<file path="src/pei_pkg.sv">
// Operation
// RULE1 - Low eight bits of event register are sticky event flags set by events.
// RULE2 - Reading the event register returns flags, then clears all eight flags.
// RULE3 - Upper eight bits enable matching flags onto the PHY interrupt line.
// RULE4 - Event register is readable over the management interface for polling.
// RULE5 - Flag bit 7 sets on a jabber condition.
// RULE6 - Flag bit 6 sets on a receive error.
// RULE7 - Flag bit 5 sets when a new page arrives from the partner.
// RULE8 - Flag bit 4 sets on a parallel detection fault.
// RULE9 - Flag bit 3 sets on an FLP burst with acknowledge set.
// RULE10 - Flag bit 2 sets only when link goes from good to failed.
// RULE11 - Flag bit 1 sets when the partner signals remote fault.
// RULE12 - Flag bit 0 sets when auto-negotiation completes successfully.
// RULE13 - LED source codes 0x1 to 0x8 select activity, tx, rx, collision, speeds, duplex, link.
// RULE14 - LED configuration register resets to 0x0010 and picks each LED's source.
// RULE15 - Diagnostic register is read-only, resets to 0x0000, shows last negotiation outcome.
// RULE16 - Transceiver control register resets to 0x4000, holds transmit gain.
// RULE17 - Crossover control register resets to 0x00C0, governs MDI/MDIX selection.
// RULE18 - Interrupt is OR of enabled flags; event during clearing read stays set.
package pei_pkg;
  localparam logic [4:0] PEI_ADDR_EVENT = 5'h11;
  localparam logic [4:0] PEI_ADDR_DIAG = 5'h12;
  localparam logic [4:0] PEI_ADDR_GAIN = 5'h13;
  localparam logic [4:0] PEI_ADDR_LED = 5'h17;
  localparam logic [4:0] PEI_ADDR_XOVER = 5'h18;
  localparam logic [15:0] PEI_RST_EVENT = 16'h0000;
  localparam logic [15:0] PEI_RST_DIAG = 16'h0000;
  localparam logic [15:0] PEI_RST_GAIN = 16'h4000;
  localparam logic [15:0] PEI_RST_LED = 16'h0010;
  localparam logic [15:0] PEI_RST_XOVER = 16'h00C0;
  localparam int PEI_FLAG_LSB = 0;
  localparam int PEI_ENABLE_LSB = 8;
  localparam int PEI_LED0_LSB = 0;
  localparam int PEI_LED1_LSB = 4;
  localparam logic [3:0] PEI_LED_ANY_ACT = 4'h1;
  localparam logic [3:0] PEI_LED_TX_ACT = 4'h2;
  localparam logic [3:0] PEI_LED_RX_ACT = 4'h3;
  localparam logic [3:0] PEI_LED_COLLISION = 4'h4;
  localparam logic [3:0] PEI_LED_SPEED100 = 4'h5;
  localparam logic [3:0] PEI_LED_SPEED10 = 4'h6;
  localparam logic [3:0] PEI_LED_FULL_DUPLEX = 4'h7;
  localparam logic [3:0] PEI_LED_LINK_BLINK = 4'h8;

  typedef struct packed {
    logic jabber;
    logic receiveError;
    logic pageArrived;
    logic parallelDetectFault;
    logic partnerAck;
    logic linkGood;
    logic farFault;
    logic negotiationDone;
  } pei_event_type;

  typedef struct packed {
    logic txActivity;
    logic rxActivity;
    logic collision;
    logic speed100;
    logic speed10;
    logic fullDuplex;
    logic linkGood;
  } pei_led_src_type;

  typedef struct packed {
    logic rdStrobe;
    logic wrStrobe;
    logic [4:0] addr;
    logic [15:0] wrData;
  } pei_mgmt_req_type;
endpackage : pei_pkg

</file>
<file path="src/pei_led_select.sv">
`timescale 1ns/1ps
module pei_led_select
  import pei_pkg::*;
(
  input wire logic [3:0] code,
  input wire pei_led_src_type src,
  input wire logic blink,
  output logic ledOn
);
  always_comb begin
    case (code)
      PEI_LED_ANY_ACT: ledOn = src.txActivity | src.rxActivity; // [RULE13]
      PEI_LED_TX_ACT: ledOn = src.txActivity; // [RULE13]
      PEI_LED_RX_ACT: ledOn = src.rxActivity; // [RULE13]
      PEI_LED_COLLISION: ledOn = src.collision; // [RULE13]
      PEI_LED_SPEED100: ledOn = src.speed100; // [RULE13]
      PEI_LED_SPEED10: ledOn = src.speed10; // [RULE13]
      PEI_LED_FULL_DUPLEX: ledOn = src.fullDuplex; // [RULE13]
      PEI_LED_LINK_BLINK: ledOn = src.linkGood & ~blink; // [RULE13]
      default: ledOn = 1'b0;
    endcase
  end
endmodule : pei_led_select

</file>
<file path="src/pei_phy_event_regs.sv">
`timescale 1ns/1ps
module pei_phy_event_regs
  import pei_pkg::*;
(
  input wire logic clk,
  input wire logic rst_n,
  input wire logic clkEn,
  input wire pei_mgmt_req_type mgmtReq,
  input wire pei_event_type events,
  input wire logic [15:0] diagIn,
  input wire pei_led_src_type ledSrc,
  output logic [15:0] mgmtRdData,
  output logic mgmtRdValid,
  output logic phyIrq,
  output logic [15:0] gainCtrl,
  output logic [15:0] crossoverCtrl,
  output logic led0,
  output logic led1
);
  // ----------------------------------------
  // State
  // ----------------------------------------
  logic [7:0] eventFlags;
  logic [7:0] eventEnables;
  logic linkGoodPrev;
  logic [15:0] diagReg;
  logic [15:0] ledCfg;
  logic [15:0] rdData;
  logic rdValid;
  logic [7:0] next_eventFlags;
  logic [7:0] next_eventEnables;
  logic [15:0] next_diagReg;
  logic [15:0] next_gainCtrl;
  logic [15:0] next_ledCfg;
  logic [15:0] next_crossoverCtrl;
  logic [15:0] next_rdData;
  logic next_rdValid;
  logic [7:0] eventHits;
  logic evtRead;
  logic evtWrite;
  logic blinkPhase;
  logic next_blinkPhase;
  logic next_led0;
  logic next_led1;
  logic next_linkGoodPrev;

  function automatic logic hit(input pei_mgmt_req_type r, input logic [4:0] a);
    hit = r.addr == a;
  endfunction : hit

  // Strobe qualified register match
  function automatic logic rd_hit(input pei_mgmt_req_type r, input logic [4:0] a);
    rd_hit = r.rdStrobe & hit(r, a);
  endfunction : rd_hit

  function automatic logic wr_hit(input pei_mgmt_req_type r, input logic [4:0] a);
    wr_hit = r.wrStrobe & hit(r, a);
  endfunction : wr_hit

  // Addresses that answer with register contents
  function automatic logic is_mapped(input logic [4:0] a);
    is_mapped = a == PEI_ADDR_EVENT || a == PEI_ADDR_DIAG || a == PEI_ADDR_GAIN || a == PEI_ADDR_LED ||
      a == PEI_ADDR_XOVER;
  endfunction : is_mapped

  // ----------------------------------------
  // Event capture
  // ----------------------------------------
  always_comb begin
    eventHits[7] = events.jabber; // [RULE5]
    eventHits[6] = events.receiveError; // [RULE6]
    eventHits[5] = events.pageArrived; // [RULE7]
    eventHits[4] = events.parallelDetectFault; // [RULE8]
    eventHits[3] = events.partnerAck; // [RULE9]
    eventHits[2] = linkGoodPrev & ~events.linkGood; // [RULE10]
    eventHits[1] = events.farFault; // [RULE11]
    eventHits[0] = events.negotiationDone; // [RULE12]
  end

  assign evtRead = rd_hit(mgmtReq, PEI_ADDR_EVENT);
  assign evtWrite = wr_hit(mgmtReq, PEI_ADDR_EVENT);

  // ----------------------------------------
  // Event flags
  // ----------------------------------------
  // A new event wins over the clear of a read
  always_comb begin
    next_eventFlags = eventFlags;
    if (evtRead) begin
      next_eventFlags = 8'h00; // [RULE2]
    end
    next_eventFlags = next_eventFlags | eventHits; // [RULE1] [RULE18]
    next_eventEnables = eventEnables;
    if (evtWrite) begin
      next_eventEnables = mgmtReq.wrData[PEI_ENABLE_LSB +: 8]; // [RULE3]
    end
    next_linkGoodPrev = events.linkGood;
  end

  always_ff @(posedge clk or negedge rst_n) begin
    if (!rst_n) begin
      eventFlags <= PEI_RST_EVENT[PEI_FLAG_LSB +: 8];
      eventEnables <= PEI_RST_EVENT[PEI_ENABLE_LSB +: 8];
      linkGoodPrev <= 1'b0;
    end else if (clkEn) begin
      eventFlags <= next_eventFlags;
      eventEnables <= next_eventEnables;
      linkGoodPrev <= next_linkGoodPrev;
    end
  end

  assign phyIrq = |(eventFlags & eventEnables); // [RULE3] [RULE18]

  // ----------------------------------------
  // Configuration registers
  // ----------------------------------------
  // Diagnostic word follows each finished negotiation
  always_comb begin
    next_diagReg = diagReg;
    if (events.negotiationDone) begin
      next_diagReg = diagIn; // [RULE15]
    end
    next_gainCtrl = gainCtrl;
    next_ledCfg = ledCfg;
    next_crossoverCtrl = crossoverCtrl;
    if (wr_hit(mgmtReq, PEI_ADDR_GAIN)) begin
      next_gainCtrl = mgmtReq.wrData; // [RULE16]
    end
    if (wr_hit(mgmtReq, PEI_ADDR_LED)) begin
      next_ledCfg = mgmtReq.wrData; // [RULE14]
    end
    if (wr_hit(mgmtReq, PEI_ADDR_XOVER)) begin
      next_crossoverCtrl = mgmtReq.wrData; // [RULE17]
    end
  end

  always_ff @(posedge clk or negedge rst_n) begin
    if (!rst_n) begin
      diagReg <= PEI_RST_DIAG;
      gainCtrl <= PEI_RST_GAIN;
      ledCfg <= PEI_RST_LED;
      crossoverCtrl <= PEI_RST_XOVER;
    end else if (clkEn) begin
      diagReg <= next_diagReg;
      gainCtrl <= next_gainCtrl;
      ledCfg <= next_ledCfg;
      crossoverCtrl <= next_crossoverCtrl;
    end
  end

  // ----------------------------------------
  // Read port
  // ----------------------------------------
  always_comb begin
    next_rdValid = mgmtReq.rdStrobe;
    next_rdData = rdData;
    if (mgmtReq.rdStrobe) begin
      case (mgmtReq.addr)
        PEI_ADDR_EVENT: next_rdData = {eventEnables, eventFlags}; // [RULE4]
        PEI_ADDR_DIAG: next_rdData = diagReg;
        PEI_ADDR_GAIN: next_rdData = gainCtrl;
        PEI_ADDR_LED: next_rdData = ledCfg;
        PEI_ADDR_XOVER: next_rdData = crossoverCtrl;
        default: next_rdData = 16'h0000;
      endcase
    end
  end

  always_ff @(posedge clk or negedge rst_n) begin
    if (!rst_n) begin
      rdData <= 16'h0000;
      rdValid <= 1'b0;
    end else if (clkEn) begin
      rdData <= next_rdData;
      rdValid <= next_rdValid;
    end
  end

  assign mgmtRdData = rdData;
  assign mgmtRdValid = rdValid;

  // ----------------------------------------
  // LEDs
  // ----------------------------------------
  // Blink phase runs only while there is activity
  always_comb begin
    next_blinkPhase = 1'b0;
    if (ledSrc.rxActivity || ledSrc.txActivity) begin
      next_blinkPhase = ~blinkPhase;
    end
  end

  pei_led_select u_led0 (
    .code(ledCfg[PEI_LED0_LSB +: 4]),
    .src(ledSrc),
    .blink(blinkPhase),
    .ledOn(next_led0)
  );
  pei_led_select u_led1 (
    .code(ledCfg[PEI_LED1_LSB +: 4]),
    .src(ledSrc),
    .blink(blinkPhase),
    .ledOn(next_led1)
  );

  always_ff @(posedge clk or negedge rst_n) begin
    if (!rst_n) begin
      blinkPhase <= 1'b0;
      led0 <= 1'b0;
      led1 <= 1'b0;
    end else if (clkEn) begin
      blinkPhase <= next_blinkPhase;
      led0 <= next_led0;
      led1 <= next_led1;
    end
  end
endmodule : pei_phy_event_regs

</file>
<file path="config.mk">
export PLATFORM = sky130hd
export DESIGN_NAME = pei_phy_event_regs
export DESIGN_NICKNAME = d
export VERILOG_FILES = /design/src/pei_pkg.sv /design/src/pei_led_select.sv /design/src/pei_phy_event_regs.sv
export SDC_FILE = /design/constraint.sdc
export NUM_CORES = 1
export LEC_CHECK = 0
export ABC_AREA = 1
export BUFFER_PORTS_ARGS = -buffer_cell sky130_fd_sc_hd__buf_2
export CAP_MARGIN = 25
export CORE_MARGIN = 2
export CORE_UTILIZATION = 45
export CTS_CLUSTER_DIAMETER = 200
export CTS_CLUSTER_SIZE = 10
export DETAILED_ROUTE_END_ITERATION = 10
export PLACE_DENSITY_LB_ADDON = 0.25
export SLEW_MARGIN = 15
export SYNTH_ARGS = -nofsm -noshare
export SYNTH_HDL_FRONTEND = slang
export SYNTH_SLANG_ARGS = --single-unit
</file>
<file path="constraint.sdc">
create_clock -name clk -period 1.3 [get_ports clk]
set_input_delay 0.13 -clock clk [delete_from_list [all_inputs] [get_ports clk]]
set_output_delay 0.13 -clock clk [all_outputs]
set_load 0.02 [all_outputs]
</file>
-- Word-level counts from Yosys, hierarchy flattened
Index checks and enable logic that the tools add are counted.
Widths: inputs -> output; s select.
- flip-flop bits (word level): 101
- output and inout port bits: 52
- eq/ne operators: 21
- muxes and demuxes: 5
- bitwise logic cells: 12
- reduce and logical (&&, ||, !) cells: 8
- operators by type and width (operator ; number):
    $pmux 16 s5 ; 1
    $eq 4x3->1 const B ; 8
    $eq 5x5->1 const B ; 5
    $eq 4x2->1 const B ; 4
    $pmux 1 s8 ; 2
    $reduce_and 2->1 ; 6
    $and 8x8->8 ; 1
    $eq 4x1->1 const B ; 2
    $eq 4x4->1 const B ; 2
    $mux 8 ; 1
    $or 8x8->8 ; 1
    $reduce_or 8->1 ; 1
    $and 1x1->1 ; 7
    $not 1->1 ; 2
    $logic_or 1x1->1 ; 1
    $mux 1 ; 1
    $or 1x1->1 ; 1

-- Logic depth before layout (Yosys ltp)
- word-level depth: 4
- gate-level depth with buffers: 8
- depth with buffers taken out: 7

-- Hierarchy
Synthesis repeated with hierarchy kept, for this count alone.
- cells, all modules: 622
- area total of the unflattened synthesis: 5122.4 µm²
- modules (own cells, without submodules) (module ; times used ; cells an instance ; area each (µm²)):
    pei_phy_event_regs ; 1 ; 558 ; 4859.7
    pei_led_select ; 2 ; 32 ; 131.4

-- Least setup slack after synthesis
OpenSTA, ideal clock, no wires.
- path kind: input to register
- start: in clkEn
- end: reg diagReg[10]
- library setup time: 0.125 ns
- arrival: 0.996 ns
- data required time: 1.175 ns
- slack: 0.180 ns
- stages on the path: 4
- cell sequence: buf_2 nand2_2 buf_2 mux2_2
- word-level cells in the longest chain between the ends: 1
- ends and longest elaborated chain (item ; RTL line ; text):
    from (decl) ; pei_phy_event_regs.sv:7 ; input wire logic clkEn,
    $reduce_and 2->1 (no line) ; -- ;
    to (signal assigned) ; pei_phy_event_regs.sv:144 ; diagReg <= next_diagReg;
    to (decl) ; pei_phy_event_regs.sv:26 ; logic [15:0] diagReg;
No other way between the ends.
A chain may end at the register's enable or synchronous reset.

-- Worst setup path in the final report
- start: reg eventEnables[2]
- end: out phyIrq
- word-level cells in the longest chain between the ends: 2
- ends and longest elaborated chain (item ; RTL line ; text):
    from (decl) ; pei_phy_event_regs.sv:24 ; logic [7:0] eventEnables;
    from (signal assigned) ; pei_phy_event_regs.sv:103 ; eventEnables <= PEI_RST_EVENT[PEI_ENABLE_LSB +: 8];
    from (signal assigned) ; pei_phy_event_regs.sv:107 ; eventEnables <= next_eventEnables;
    $and 8x8->8 ; pei_phy_event_regs.sv:112 ; assign phyIrq = |(eventFlags & eventEnables);
    $reduce_or 8->1 ; pei_phy_event_regs.sv:112 ;
    to (decl) ; pei_phy_event_regs.sv:14 ; output logic phyIrq,
No other way between the ends.

==> results.txt <==
The clock sink count came out at 101. At the end of the flow the core is filled with cells to 59.9%. The count of final max-slew check failures came to 0. Power spread over the standard cell area amounts to 1230 nW/um2. The aggregate global routing overflow is 0. Counting tap cells, the placed design contains a total of 837 instances.

The required time reported for the critical path endpoint is 1170 ps. The clock period minus worst slack came out at 1460 ps. STA classifies the critical path startpoint as a flip-flop. The unique cell type count in the Yosys netlist is 25. The half-perimeter wire length after detailed placement came out at 9.70 mm. CTS placed an instance of clkbuf_8 at the clock tree root.

The total nets after synthesis is 657. Clock-pin slew was measured on the worst setup and hold paths at 100 ps. For this run, the post-layout net count is 810. TritonCTS built the clock tree.

The number of CTS-inserted buffers is 9. The number of global-route vias before repair came to 4427. The remaining antenna violation count after routing came out at 0.

In this run the vertical extent of the chip is 109 um. The final reports fail on negative setup slack. The share of synthesized area in the top cell type comes to 49.2%.

The leakage power figure is 0.00333 uW. The tightest min-delay check is of the in2reg type. The area inside the core boundary is 10700 um2. The number of placement rows is 38. The DRC violation count after routing came out at 0. The sequential fraction of the synthesis area came out at 51.3%.

The count of inserted antenna diode cells is 0. The run finished, with violations left. The synthesized design contains 101 register bits.

The largest net degree at the start of global routing came out at 63. The path type of the worst setup path is reg2out. The final critical path takes up 112% of the cycle. Summing over every cut layer, the via total after detailed routing is 4714. The die width came out at 109 um. The count of yosys warnings during synthesis is 0. The share of layout cells above drive strength 1 came out at 27.3%. The worst clock skew is 9.95 ps. IR analysis of the VDD net gives a maximum drop of 0.598 mV. Static timing analysis puts the maximum clock frequency at 0.684 GHz. The initial antenna violation count is 0. The clock passes through at most 2 buffers.

The routed via count divided by cell count is 5.25. Setup repair after global routing could not meet its margin everywhere. The final-report hold violation count is 0. Once the floorplan was initialized, standard cells occupied 45.9% of the core.

Data on the critical path arrives at its endpoint at 1330 ps. The average wire per cell in the routed design came out at 15.2 um. Across the run, the number of max-cap violations was 0. The summed negative setup slack over all endpoints is -162 ps. STA classifies the critical path endpoint as an output port. The post-synthesis cell type with the largest combined area is dfrtp_1.

The slew of the pin with the lowest slew margin came out at 353 ps. The first-pass GRT wire length came out at 21.7 mm. The summed instance area of the synthesized netlist came out at 4930 um2. The maximum net fanout on the critical path is 2. The footprint of the multi-input gates is 1970 um2. The sequential cell area came out at 2530 um2. The all-layer global routing usage is 23.8%. The iteration count of the initial detailed-routing pass is 9.

In this run the count of I/O pins placed on the die edge is 109. The maximum level of the CTS H-tree is 3. The total die area came out at 11800 um2. Across all setup checks in the final design, the least slack found is -162 ps. The fill cell instance count of the final layout is 948. The port buffer count is 108. Setup violations remaining at the end of the flow were counted as 1.

The filler-free cell count of the finished design is 898. The post-synthesis to final-layout area growth is 30.5%. Averaged over all synthesized cells, the footprint is 8.22 um2. In this run the tightest slew margin relative to its limit is 76.4%. The wire length reported by the detailed router is 13.6 mm. The final estimated routing congestion in global placement came out at 0.841. For this block, the initial DRC count from the detailed router was 456. By area the synthesized netlist is led by dfrtp_1 49%, nand2_1 9.6%, nand3_1 6.1%. Synthesis produced 600 cells. Clock latency on the worst-skew pair, taken at its later pin, is 370 ps.
[cells in the final DEF (no fill, tap or decap), types with 13 or more instances in the layout]
cell type        n
nand2_1        126
buf_2          106
dfrtp_1         97
nand3_1         60
inv_1           58
nor2_1          57
a21oi_1         35
o21ai_1         33
nand4_1         32
dlygate4sd3_1   30
buf_4           25
o21ai_0         15
inv_2           13
mux2_2          13
buf_12          13
[routing by layer]
layer	track usage, %	share of wire, %
met1	32.8	45
met2	38.3	47
met3	4.72	6.6
met4	7.23	1.6
met5	0	0
[final timing paths]
kind	depth (start not counted)	to	start	slack [ps]
min in group asynchronous	2	mgmtRdData[3]	rst_n	90
worst min-delay path	3	linkGoodPrev	events[2]	4
worst min register to register	2	mgmtRdValid	mgmtRdValid	480
worst max register to register	6	mgmtRdData[10]	eventEnables[2]	150
worst max-delay path	5	phyIrq	eventEnables[2]	-160
max in group asynchronous	3	gainCtrl[14]	rst_n	650
[area by class of cell]
cell class                 instances  area share, %
tap                              140           2.72
clock inverter                     6           1.11
sequential                       101           39.3
inverter                          71           4.14
multi-input combinational        395           30.7
timing repair buffer             175           20.0
clock buffer                      10           1.98
[power breakdown]
group / leakage, uW / switching, uW / internal, uW
clock network: 0.0000935 / 1130 / 908
registers: 0.00117 / 374 / 3630
logic: 0.00206 / 1100 / 786
total: 0.00333 / 2600 / 5320
[cells by family (layout without fill, tap and decap cells)]
group,Yosys count,in the layout,synth area share [%]
AOI/OAI and AO/OA,88,88,9.08
buffers and inverters,104,262,8.93
DFF,101,101,51.3
muxes,16,16,3.65
and+or+nand+nor,291,291,27.0
[registers in the layout, summed over array words and instances (netlist names)]
name and count:
eventFlags 8, led1 1, blinkPhase 1, crossoverCtrl 16, diagReg 16, ledCfg 16
mgmtRdValid 1, mgmtRdData 16, linkGoodPrev 1, led0 1, gainCtrl 16, eventEnables 8
[cell usage after synthesis]
library cell and count:
nand2_1 126, dfrtp_1 97, inv_1 67, nand3_1 60, nor2_1 57, a21oi_1 35
o21ai_1 33, nand4_1 32, buf_2 19, o21ai_0 15, mux2_2 13, buf_4 7
clkbuf_1 5, nor2_2 5, dfstp_2 4, inv_2 4, nor2_4 4, o22ai_1 4
mux2_1 3, nand3_2 3, buf_1 2, nand2_2 2, a21o_1 1, nor3_1 1
nor4_4 1
[worst max-delay path, stage by stage (launching register included)]
cell,delay [ps]
dfrtp_1,410
inv_2,80
o22ai_2,80
nor2_1,120
nand2_1,120
buf_6,150
[metrics by stage]
| step | hold WS [ps] | cell area, um2 | power [uW] | setup WS [ps] |
|---|---|---|---|---|
| floorplan | -166 | 4930 | 4980 | 180 |
| global placement | -62.8 | 5810 | 5690 | 88.4 |
| detailed placement | -63.2 | 5810 | 5750 | 34.1 |
| CTS | 1.54 | 6360 | 7910 | -110 |
| global route | 11.1 | 6440 | 8350 | -191 |
| finish | 4.24 | 6440 | 7930 | -162 |
[what timing repair did]
action / CTS / global route
setup buffers: 7 / 8
setup endpoints to repair: 1 / 1
endpoints found under the hold margin: 133 / 0
gates cloned: 0 / 0
pin swaps: 5 / 3
gates resized for setup: 7 / 6
hold buffers: 30 / 0
Note: power is estimated with default switching activity, not from simulation.
